File: src/inc/ibc_pkg.sv
// Notes on behaviour
// RQ1: Firmware bits 0-10 gate TCP port filters by the firmware IPv4 match.
// RQ2: Firmware bit 12 gates the UDP port 0 filter by firmware IPv4 match.
// RQ3: Firmware bits 14 and 15 gate the EAP-over-UDP and DNS filters.
// RQ4: Firmware bits 16-27 gate flexible filters 0-11 in order.
// RQ5: Firmware bit 28 gates the port-range filter by firmware IPv4 match.
// RQ6: Firmware bit 29 gates the ICMPv4 filter by firmware IPv4 match.
// RQ7: Firmware bit 30 gates ARP requests only; responses stay unqualified.
// RQ8: Bit 31 in both registers gates RMCP by the host IPv4 match.
// RQ9: Host bits 0-10 gate TCP port filters by the host IPv4 match.
// RQ10: Host bits 12, 14, 15 gate UDP port 0, EAP-over-UDP, DNS filters.
// RQ11: Host bits 16-27 gate flexible filters 0-11 in order.
// RQ12: Host bits 28 and 29 gate port-range and ICMPv4 filters.
// RQ13: Host bit 30 gates both ARP requests and responses by host match.
// RQ14: A clear binding bit, the reset value, leaves its filter unqualified.
// RQ15: Bits 11 and 13 are reserved, read zero and ignore writes.
package ibc_pkg;
    localparam logic [4:0] PHY_ADDR = 5'h01;
    localparam logic [11:0] BIND_PAGE = 12'h321;
    localparam logic [5:0] FW_BIND_REG = 6'h28;
    localparam logic [5:0] HOST_BIND_REG = 6'h2A;
    localparam logic [31:0] BIND_RESET = 32'h0000_0000;
    localparam logic [31:0] BIND_WR_MASK = 32'hFFFF_D7FF;
    localparam int TCP_LO = 0;
    localparam int TCP_HI = 10;
    localparam int UDP0_BIT = 12;
    localparam int EAP_BIT = 14;
    localparam int DNS_BIT = 15;
    localparam int FLEX_LO = 16;
    localparam int FLEX_HI = 27;
    localparam int RANGE_BIT = 28;
    localparam int ICMP_BIT = 29;
    localparam int ARP_BIT = 30;
    localparam int RMCP_BIT = 31;
endpackage : ibc_pkg

File: src/ibc_qualify.sv
`timescale 1ns/1ps
`default_nettype none
module ibc_qualify
    import ibc_pkg::*;
(
    input wire logic core_clk, // Clock
    input wire logic rst, // Synchronous reset
    input wire logic [31:0] hit, // Raw filter hits by bit position
    input wire logic [31:0] bind_en, // Binding enables
    input wire logic [31:0] ip_ok, // Address match per position
    output logic [31:0] pass_q // Qualified hits, registered
);
    genvar i;
    generate
        for (i = 0; i < 32; i++) begin : g_bit
            always_ff @(posedge core_clk) begin
                if (rst) begin
                    pass_q[i] <= 1'b0;
                end else begin
                    // Reserved positions carry no filter at all
                    pass_q[i] <= BIND_WR_MASK[i] & hit[i]
                        & (~bind_en[i] | ip_ok[i]); // [RQ14]
                end
            end
        end
    endgenerate
endmodule : ibc_qualify
`default_nettype wire

File: src/ibc_bind_ctrl.sv
`timescale 1ns/1ps
`default_nettype none
module ibc_bind_ctrl
    import ibc_pkg::*;
(
    input wire logic core_clk, // 10 MHz clock
    input wire logic rst, // Synchronous reset, active high
    input wire logic [4:0] reg_phy, // PHY address of access
    input wire logic [11:0] reg_page, // Selected page
    input wire logic [5:0] reg_num, // Register number on the page
    input wire logic reg_wr, // Write strobe
    input wire logic reg_rd, // Read strobe
    input wire logic [15:0] reg_wdata, // Write data
    output logic [15:0] reg_rdata, // Read data, one cycle after reg_rd
    input wire logic [31:0] filt_hit, // Raw filter hits by bit position
    input wire logic arp_is_resp, // ARP hit is a response
    input wire logic fw_ip_match, // Firmware IPv4 address matched
    input wire logic host_ip_match, // A host IPv4 address matched
    output logic [31:0] fw_pass, // Firmware-path qualified hits
    output logic [31:0] host_pass, // Host-path qualified hits
    output logic [31:0] fw_bind, // Firmware binding register
    output logic [31:0] host_bind // Host binding register
);
    logic [31:0] fw_bind_q;
    logic [31:0] host_bind_q;
    logic [15:0] rdata_q;
    logic [31:0] fw_ok;
    logic [31:0] host_ok;
    logic sel_ok;
    logic num_hit;

    // Register numbers 40..43: low half at even, high half at odd
    function automatic logic hit_reg(input logic [5:0] num,
                                     input logic [5:0] base,
                                     input logic odd);
        hit_reg = num == (base | {5'h00, odd});
    endfunction : hit_reg

    assign sel_ok = reg_phy == PHY_ADDR && reg_page == BIND_PAGE;

    // Any of the four mapped numbers, so the checks can spot refused access
    assign num_hit = hit_reg(reg_num, FW_BIND_REG, 1'b0)
        || hit_reg(reg_num, FW_BIND_REG, 1'b1)
        || hit_reg(reg_num, HOST_BIND_REG, 1'b0)
        || hit_reg(reg_num, HOST_BIND_REG, 1'b1);

    always_ff @(posedge core_clk) begin
        if (rst) begin
            fw_bind_q <= BIND_RESET; // [RQ14]
        end else if (reg_wr && sel_ok) begin
            if (hit_reg(reg_num, FW_BIND_REG, 1'b0)) begin
                fw_bind_q[15:0] <= reg_wdata & BIND_WR_MASK[15:0]; // [RQ15]
            end else if (hit_reg(reg_num, FW_BIND_REG, 1'b1)) begin
                fw_bind_q[31:16] <= reg_wdata & BIND_WR_MASK[31:16];
            end
        end
    end

    always_ff @(posedge core_clk) begin
        if (rst) begin
            host_bind_q <= BIND_RESET; // [RQ14]
        end else if (reg_wr && sel_ok) begin
            if (hit_reg(reg_num, HOST_BIND_REG, 1'b0)) begin
                host_bind_q[15:0] <= reg_wdata & BIND_WR_MASK[15:0]; // [RQ15]
            end else if (hit_reg(reg_num, HOST_BIND_REG, 1'b1)) begin
                host_bind_q[31:16] <= reg_wdata & BIND_WR_MASK[31:16];
            end
        end
    end

    // Unmapped numbers read zero so a stray poll never sees stale data
    always_ff @(posedge core_clk) begin
        if (rst) begin
            rdata_q <= 16'h0000;
        end else if (reg_rd) begin
            if (sel_ok && hit_reg(reg_num, FW_BIND_REG, 1'b0)) begin
                rdata_q <= fw_bind_q[15:0];
            end else if (sel_ok && hit_reg(reg_num, FW_BIND_REG, 1'b1)) begin
                rdata_q <= fw_bind_q[31:16];
            end else if (sel_ok && hit_reg(reg_num, HOST_BIND_REG, 1'b0)) begin
                rdata_q <= host_bind_q[15:0];
            end else if (sel_ok && hit_reg(reg_num, HOST_BIND_REG, 1'b1)) begin
                rdata_q <= host_bind_q[31:16];
            end else begin
                rdata_q <= 16'h0000;
            end
        end
    end

    always_comb begin
        // [RQ1] [RQ2] [RQ3] [RQ4] [RQ5] [RQ6]
        fw_ok = {32{fw_ip_match}};
        // ARP responses are outside the firmware binding
        fw_ok[ARP_BIT] = fw_ip_match | arp_is_resp; // [RQ7]
        // RMCP is qualified by the host addresses even here
        fw_ok[RMCP_BIT] = host_ip_match; // [RQ8]
        // [RQ9] [RQ10] [RQ11] [RQ12] [RQ13]
        host_ok = {32{host_ip_match}};
    end

    ibc_qualify u_fw_qual (
        .core_clk(core_clk),
        .rst(rst),
        .hit(filt_hit),
        .bind_en(fw_bind_q),
        .ip_ok(fw_ok),
        .pass_q(fw_pass)
    );

    ibc_qualify u_host_qual (
        .core_clk(core_clk),
        .rst(rst),
        .hit(filt_hit),
        .bind_en(host_bind_q),
        .ip_ok(host_ok),
        .pass_q(host_pass)
    );

    assign reg_rdata = rdata_q;
    assign fw_bind = fw_bind_q;
    assign host_bind = host_bind_q;
endmodule : ibc_bind_ctrl
`default_nettype wire

File: config.mk
export PLATFORM = sky130hd
export DESIGN_NAME = ibc_bind_ctrl
export DESIGN_NICKNAME = d
export VERILOG_FILES = /design/src/inc/ibc_pkg.sv /design/src/ibc_qualify.sv /design/src/ibc_bind_ctrl.sv
export SDC_FILE = /design/constraint.sdc
export NUM_CORES = 1
export LEC_CHECK = 0
export BUFFER_PORTS_ARGS = -buffer_cell sky130_fd_sc_hd__buf_2
export CORE_MARGIN = 1.5
export CORE_UTILIZATION = 51
export CTS_CLUSTER_DIAMETER = 80
export DETAILED_ROUTE_END_ITERATION = 10
export GPL_TIMING_DRIVEN = 0
export PLACE_DENSITY = 0.86
export SLEW_MARGIN = 40
export SYNTH_ARGS = -nofsm -noshare
export SYNTH_HDL_FRONTEND = slang
export SYNTH_SLANG_ARGS = --single-unit
File: constraint.sdc
create_clock -name core_clk -period 3.2 [get_ports core_clk]
set_input_delay 0 -clock core_clk [delete_from_list [all_inputs] [get_ports core_clk]]
set_output_delay 0 -clock core_clk [all_outputs]
set_load 0.02 [all_outputs]
==> results of run 1 <==
## state kept, by name, summed over array words and instances, names as in the netlist
name	count
host_bind	30
fw_bind	30
u_host_qual.pass_q	30
reg_rdata	16
u_fw_qual.pass_q	30
## through the flow
stage / total power, µW / instances
2_1_floorplan: 1950 / 470
3_3_place_gp: 2080 / 814
3_5_place_dp: 2080 / 814
4_1_cts: 4150 / 909
5_1_grt: 4260 / 910
6_report: 4150 / 910
## placed cells by master (no fill, tap or decap), types with 3 or more instances in the layout
cell	netlist	layout
sky130_fd_sc_hd__buf_2	3	215
sky130_fd_sc_hd__dfxtp_1	136	136
sky130_fd_sc_hd__nand2b_1	101	101
sky130_fd_sc_hd__a21oi_1	64	64
sky130_fd_sc_hd__dlygate4sd3_1	0	64
sky130_fd_sc_hd__mux2i_1	56	56
sky130_fd_sc_hd__clkbuf_1	22	21
sky130_fd_sc_hd__clkbuf_16	0	16
sky130_fd_sc_hd__mux4_2	14	14
sky130_fd_sc_hd__a22o_1	14	14
sky130_fd_sc_hd__buf_4	8	8
sky130_fd_sc_hd__conb_1	1	8
sky130_fd_sc_hd__clkbuf_8	0	6
sky130_fd_sc_hd__nor2_1	5	5
sky130_fd_sc_hd__nand3_1	5	5
sky130_fd_sc_hd__buf_6	3	4
sky130_fd_sc_hd__o41ai_1	4	4
sky130_fd_sc_hd__clkinvlp_4	0	4
sky130_fd_sc_hd__nand2_1	3	3
sky130_fd_sc_hd__nor4_2	2	3
sky130_fd_sc_hd__bufinv_16	0	3
## kinds of logic (layout without fill, tap and decap cells)
family	count (synthesis)	after routing
multiplexers	72	72
buffers and inverters	40	347
AND/OR/NAND/NOR	130	130
AO/OA/AOI/OAI	84	84
other	1	8
flip-flops	136	136
## area by class of cell
class / instances / area, µm² / area share, %
inverters: 2 / 7.51 / 0.0974
clock inverters: 9 / 138 / 1.79
well taps: 133 / 166 / 2.16
multi-input cells: 294 / 2280 / 29.6
flip-flops and latches: 136 / 2720 / 35.3
plain buffers: 38 / 201 / 2.61
repair buffers: 276 / 1710 / 22.2
clock buffers: 22 / 483 / 6.27
## worst max path at each step
stage	startpoint	end	slack, ns
global route	reg_page[7]	host_bind[27]	-0.02
floorplan	reg_page[4]	host_bind[14]	1.29
finish	reg_page[7]	host_bind[27]	0.04
CTS	reg_page[7]	host_bind[27]	0.16
detailed placement	reg_num[1]	host_bind[28]	0.80
global placement	reg_num[1]	host_bind[24]	0.64
## worst max-delay path, cell delays in order
cell and delay [ns]:
sky130_fd_sc_hd__dlygate4sd3_1 0.53, sky130_fd_sc_hd__buf_2 0.12, sky130_fd_sc_hd__or4b_4 0.52, sky130_fd_sc_hd__dlygate4sd3_1 0.59, sky130_fd_sc_hd__nor4_2 0.36, sky130_fd_sc_hd__dlygate4sd3_1 0.65, sky130_fd_sc_hd__nand3_1 0.11, sky130_fd_sc_hd__a21oi_1 0.18
sky130_fd_sc_hd__dlygate4sd3_1 0.57
## per-layer routing
layer / vias up / track usage, % / part of all wire (%)
li1: 2226 / - / -
met1: 2443 / 37.8 / 37
met2: 291 / 61.9 / 52
met3: 60 / 9.69 / 8.4
met4: 0 / 18.8 / 3.0
met5: - / 0 / 0
## repair_timing
action                     CTS  global route
hold endpoints to repair   121             0
gates resized for setup      0             2
setup endpoints to repair    0             3
hold buffers                64             0
## power breakdown
| group | internal (µW) | switching, µW | total [µW] |
|---|---|---|---|
| Sequential | 1730 | 10.2 | 1740 |
| Clock | 1290 | 744 | 2040 |
| Combinational | 163 | 210 | 373 |
==> impl_metrics.py, run 1 <==
metrics = {
    "global_route": {
        "grtUsageTotal_pct": 34.9,
        "grt_overflow_total": 0,
        "grt_pass1_vias": 5368,
        "grt_pass1_wl_um": 28700,
        "maximum_number_of_pins_on_one_net_before_global_route_repair": 17,
        "grt_antenna_before_repair": 0,
    },
    "route": {
        "drc_markers": 0,
        "dr.pass1.iters": 5,
        "antenna_left": 0,
        "routed_wire_length_per_instance_um": 20.2,
        "dr_total_vias": 5020,
        "drt_first_iter_violations": 334,
        "drt_wl_total_um": 18400,
        "avgViaCountPerCell": 5.52,
    },
    "critical_path": {
        "timing.critical_path.required_ns": 3.67,
        "crit-reg2reg-capture": "fw_bind[27]",
        "setup.reg_to_reg.worst_slack_ns": 1.89,
        "cp-end-kind": "register",
        "worst-endpoint-arrival_ns": 3.63,
        "worstPathMaxFanout": 3,
        "regToRegStartpoint": "fw_bind[27]",
        "startpoint_type": "input pin",
        "r2r_cells": 3,
        "path_class": "input pin to register",
    },
    "sta": {
        "clock-skew-final_ns": 0.00825,
        "timing.final.crit_share_pct": 98.9,
        "finalCriticalPeriod_ns": 3.16,
        "hold_viol": 0,
        "timing.hold.ws_ns": 0.105,
        "slew_violations": 0,
        "worst_slew_slack_as_a_fraction_of_its_limit_pct": 43.4,
        "layout_setup_ws_ns": 0.0363,
        "setup_viol_count_final": 0,
        "fin_setup_tns_ns": 0,
        "max_freq_mhz": 316,
        "tightest_slew_ns": 0.849,
    },
    "yosys": {
        "edff_count_synth": 0,
        "yosys.area_share.adder_pct": 0,
        "synth_top_family_by_area": "multiplexers",
        "synth-main-ff-cell": "sky130_fd_sc_hd__dfxtp_1",
        "yosys.area_share.simple_pct": 16.1,
        "synth-seq-area-share_pct": 52.8,
        "synth_area_in_xor_xnor_pct": 0,
        "netlist_top_cells_area": "sky130_fd_sc_hd__dfxtp_1 (53%), sky130_fd_sc_hd__nand2b_1 (12%), sky130_fd_sc_hd__mux2i_1 (11%)",
        "synthesis.area_per_instance_um2": 11.1,
        "synth.largest_area_cell": "sky130_fd_sc_hd__dfxtp_1",
        "post_synth_instance_area_mm2": 0.00516,
        "portion_of_netlist_area_occupied_by_mux_cells_pct": 17.4,
        "synth_async_sr_flop_share_pct": 0,
        "netlist.area_leader.share_pct": 52.8,
        "netlist_top_cells_count": "sky130_fd_sc_hd__dfxtp_1 (136), sky130_fd_sc_hd__nand2b_1 (101), sky130_fd_sc_hd__a21oi_1 (64), sky130_fd_sc_hd__mux2i_1 (56), sky130_fd_sc_hd__clkbuf_1 (22)",
        "synth.ff_latch_count": 136,
        "post_synth_num_cell_types": 32,
        "area_fraction_in_compound_gates_after_synthesis_pct": 9.65,
        "synth.most_common_cell": "sky130_fd_sc_hd__dfxtp_1",
        "yosysWarningCount": 0,
        "postSynthCellCount": 463,
    },
    "place": {
        "portBuffers": 211,
        "dpl-instance-area_mm2": 0.00642,
        "gp_congestion": 0.849,
        "worst_slack_after_detailed_placement_ns": 0.803,
        "post-dp-hpwl_um": 11300,
    },
    "layout": {
        "antenna-diode-count": 0,
        "synthToLayoutAreaGrowth_pct": 49.3,
        "number_of_inserted_filler_cells_in_the_final_layout": 574,
        "layout.cell_area.non_filler_mm2": 0.00770,
        "final_core_utilization_pct": 78.8,
        "layout-drive-gt1-share_pct": 36.3,
        "final_net_count": 843,
    },
    "hold_path": {
        "min-delay-start": "rst",
        "hold_path_end": "reg_rdata[4]",
        "worst_hold_path_type": "input pin to register",
        "worstHoldPathCells": 3,
    },
    "status": {
        "run_status": "completed",
    },
    "run": {
        "cap_violations": 0,
    },
    "clock_tree": {
        "postCtsSetupBuffers": 0,
        "worst_setup_hold_path_clk_slew_ns": 0.06,
        "number_of_clock_buffers_inserted_by_tritoncts": 17,
        "clock_insertion_delay_worst_skew_ns": 0.53,
        "cts_num_sinks": 136,
        "cts-htree-levels": 4,
        "clk_root_buffer_cell": "sky130_fd_sc_hd__clkbuf_8",
        "cts-root-to-sink-buffers": 2,
        "tritoncts_clock_tree": "built",
    },
    "pwr": {
        "power.ir.vdd_worst_uv": 313,
        "p_per_area_mw_per_mm2": 539,
        "power_leakage_uw": 0.00379,
    },
    "floorplan": {
        "floorplan.die.height_um": 104,
        "floorplan.die_area_mm2": 0.0107,
        "core_region_area_mm2": 0.00977,
        "starting_density_of_the_core_pct": 52.8,
        "core_rows": 36,
        "ioPinCount": 222,
        "die_width_um": 104,
    },
}
Note: power is estimated with default switching activity, not from simulation.
==> inputs of run 2 (changes only) <==
--- a/config.mk
+++ b/config.mk
@@ -7,12 +7,13 @@
 export LEC_CHECK = 0
 export BUFFER_PORTS_ARGS = -buffer_cell sky130_fd_sc_hd__buf_2
 export CORE_MARGIN = 1.5
-export CORE_UTILIZATION = 51
+export CORE_UTILIZATION = 54
 export CTS_CLUSTER_DIAMETER = 80
 export DETAILED_ROUTE_END_ITERATION = 10
 export GPL_TIMING_DRIVEN = 0
-export PLACE_DENSITY = 0.86
+export PLACE_DENSITY = 0.87
 export SLEW_MARGIN = 40
 export SYNTH_ARGS = -nofsm -noshare
 export SYNTH_HDL_FRONTEND = slang
+export SYNTH_HIERARCHICAL = 1
 export SYNTH_SLANG_ARGS = --single-unit
==> impl_metrics.py, run 2 <==
metrics = {
    "sta": {
        "max_freq_mhz": 549,
        "worst_slew_slack_as_a_fraction_of_its_limit_pct": 52.9,
        "tightest_slew_ns": 0.707,
        "finalCriticalPeriod_ns": 1.82,
        "clock-skew-final_ns": 0.00900,
        "setup_viol_count_final": 0,
        "timing.hold.ws_ns": 0.0178,
        "timing.final.crit_share_pct": 56.9,
        "hold_viol": 0,
        "rsz0062_at_grt": "false",
        "slew_violations": 0,
        "fin_setup_tns_ns": 0,
    },
    "clock_tree": {
        "cts-root-to-sink-buffers": 2,
        "clock_insertion_delay_worst_skew_ns": 0.43,
        "cts.hold.buffers_added": 49,
        "clk_root_buffer_cell": "sky130_fd_sc_hd__clkbuf_16",
        "number_of_clock_buffers_inserted_by_tritoncts": 17,
        "postCtsSetupBuffers": 0,
        "cts-htree-levels": 4,
        "tritoncts_clock_tree": "built",
        "postCtsResizedCells": 0,
        "worst_setup_hold_path_clk_slew_ns": 0.06,
        "cts_num_sinks": 136,
    },
    "layout": {
        "antenna-diode-count": 0,
        "final_net_count": 908,
        "layout.cell_area.non_filler_mm2": 0.00853,
        "synthToLayoutAreaGrowth_pct": 38.0,
        "layout-drive-gt1-share_pct": 41.0,
        "number_of_inserted_filler_cells_in_the_final_layout": 693,
        "area.sequential_mm2": 0.00272,
        "final_core_utilization_pct": 77.7,
        "multi_input_comb_area_mm2": 0.00319,
        "final_common_cell": "sky130_fd_sc_hd__buf_2",
        "most-common-layout-cells": "sky130_fd_sc_hd__buf_2 (211), sky130_fd_sc_hd__dfxtp_1 (136), sky130_fd_sc_hd__nand2b_1 (77)",
    },
    "yosys": {
        "synthesis.area_per_instance_um2": 11.3,
        "synth-main-ff-cell": "sky130_fd_sc_hd__dfxtp_1",
        "synth.ff_latch_count": 136,
        "synth-seq-area-share_pct": 44.0,
        "netlist.area_leader.share_pct": 44.0,
        "synth.largest_area_cell": "sky130_fd_sc_hd__dfxtp_1",
        "yosysWarningCount": 6,
        "synth_async_sr_flop_share_pct": 0,
        "netlist_top_cells_area": "sky130_fd_sc_hd__dfxtp_1 (44%), sky130_fd_sc_hd__mux2i_1 (12%), sky130_fd_sc_hd__nor3b_2 (12%)",
        "postSynthCellCount": 549,
        "synth.most_common_cell": "sky130_fd_sc_hd__dfxtp_1",
        "post_synth_instance_area_mm2": 0.00618,
        "netlist_top_cells_count": "sky130_fd_sc_hd__dfxtp_1 (136), sky130_fd_sc_hd__nand2b_1 (77), sky130_fd_sc_hd__mux2i_1 (76), sky130_fd_sc_hd__nor2b_1 (60), sky130_fd_sc_hd__nor3b_2 (60)",
        "edff_count_synth": 0,
        "post_synth_num_cell_types": 36,
    },
    "critical_path": {
        "timing.critical_path.required_ns": 3.51,
        "crit_path_start": "reg_phy[1]",
        "regToRegStartpoint": "host_bind[30]",
        "worstPathMaxFanout": 10,
        "worst-endpoint-arrival_ns": 2.13,
        "path_class": "input pin to register",
        "startpoint_type": "input pin",
        "cp-end-kind": "register",
    },
    "place": {
        "dpl-instance-area_mm2": 0.00742,
        "portBuffers": 208,
        "gp_congestion": 0.820,
        "post-dp-hpwl_um": 13000,
    },
    "route": {
        "drt_wl_total_um": 19700,
        "antenna_left": 0,
        "drc_markers": 0,
        "dr.pass1.iters": 7,
        "drt_first_iter_violations": 417,
        "dr_total_vias": 5484,
        "avgViaCountPerCell": 5.58,
        "routed_wire_length_per_instance_um": 20.1,
    },
    "hold_path": {
        "min-delay-start": "reg_wr",
        "worst_hold_path_type": "input pin to register",
    },
    "global_route": {
        "grt_pass1_vias": 5636,
        "grt_pass1_wl_um": 28800,
        "grtUsageTotal_pct": 32.6,
        "grt_overflow_total": 0,
        "maximum_number_of_pins_on_one_net_before_global_route_repair": 32,
        "grt_antenna_before_repair": 0,
    },
    "floorplan": {
        "die_width_um": 110,
        "core_rows": 38,
        "starting_density_of_the_core_pct": 56.3,
        "floorplan.die_area_mm2": 0.0121,
        "floorplan.die.height_um": 110,
        "core_region_area_mm2": 0.0110,
        "ioPinCount": 222,
    },
    "pwr": {
        "p_per_area_mw_per_mm2": 496,
        "power_leakage_uw": 0.00421,
        "power.ir.vdd_worst_uv": 349,
    },
    "run": {
        "cap_violations": 0,
    },
    "status": {
        "run_status": "completed",
    },
}
run 2: cell types whose count changed after synthesis, moves of 20 or more:
cell                       previous run  this run
sky130_fd_sc_hd__a21oi_1             64        13
sky130_fd_sc_hd__mux2i_1             56        76
sky130_fd_sc_hd__nand2b_1           101        77
sky130_fd_sc_hd__nor2b_1              0        60
sky130_fd_sc_hd__nor3b_2              0        60
run 2: path summary, 6_finish.rpt:
check / end / slack [ns] / cells past startpoint
setup / recovery: host_bind[18] / 1.38 / 7
hold / removal: fw_bind[15] / 0.02 / 3
setup reg to reg: reg_rdata[14] / 1.92 / 4
hold reg to reg: reg_rdata[11] / 0.47 / 2
run 2: layer usage:
| metal | track usage, % | vias to the layer above | wire length [µm] |
|---|---|---|---|
| li1 | - | 2469 | - |
| met1 | 36.3 | 2649 | 7480 |
| met2 | 58.5 | 304 | 10100 |
| met3 | 6.23 | 62 | 1430 |
| met4 | 17.6 | 0 | 727 |
| met5 | 0 | - | 0 |
run 2: power by group:
group          switching [µW]  internal, µW  leakage [µW]
sequential               9.73          1730       0.00111
combinational             222           186       0.00278
clock                     723          1360      0.000311
total                     955          3280       0.00421
run 2: layout make-up:
class	count	share of cell area [%]
timing repair buffer	257	17.9
buffer	41	3.37
clock buffer	23	5.60
multi-input combinational	376	37.4
inverter	1	0.0440
tap	140	2.05
clock inverter	9	1.70
sequential	136	31.9
run 2: logic make-up after synthesis:
kind of cell | synth area share (%)
other cells | 0.182
buf+inv | 4.69
flops | 44.0
simple gates | 30.9
mux | 14.7
compound gates | 5.56
run 2: through the flow:
| stage | power (µW) | setup WS (ns) | instances |
|---|---|---|---|
| after global routing | 4330 | 1.29 | 983 |
| after detailed placement | 2130 | 1.41 | 902 |
| after floorplan | 1980 | 1.74 | 554 |
| after global placement | 2120 | 1.45 | 902 |
| final | 4230 | 1.38 | 983 |
| after CTS | 4220 | 1.41 | 983 |
run 2: worst max-delay path, stage by stage:
cell	delay (ns)
sky130_fd_sc_hd__dlygate4sd3_1	0.53
sky130_fd_sc_hd__buf_2	0.13
sky130_fd_sc_hd__nor4b_4	0.47
sky130_fd_sc_hd__and4b_4	0.35
sky130_fd_sc_hd__nand4_4	0.24
sky130_fd_sc_hd__buf_6	0.27
sky130_fd_sc_hd__mux2i_1	0.13
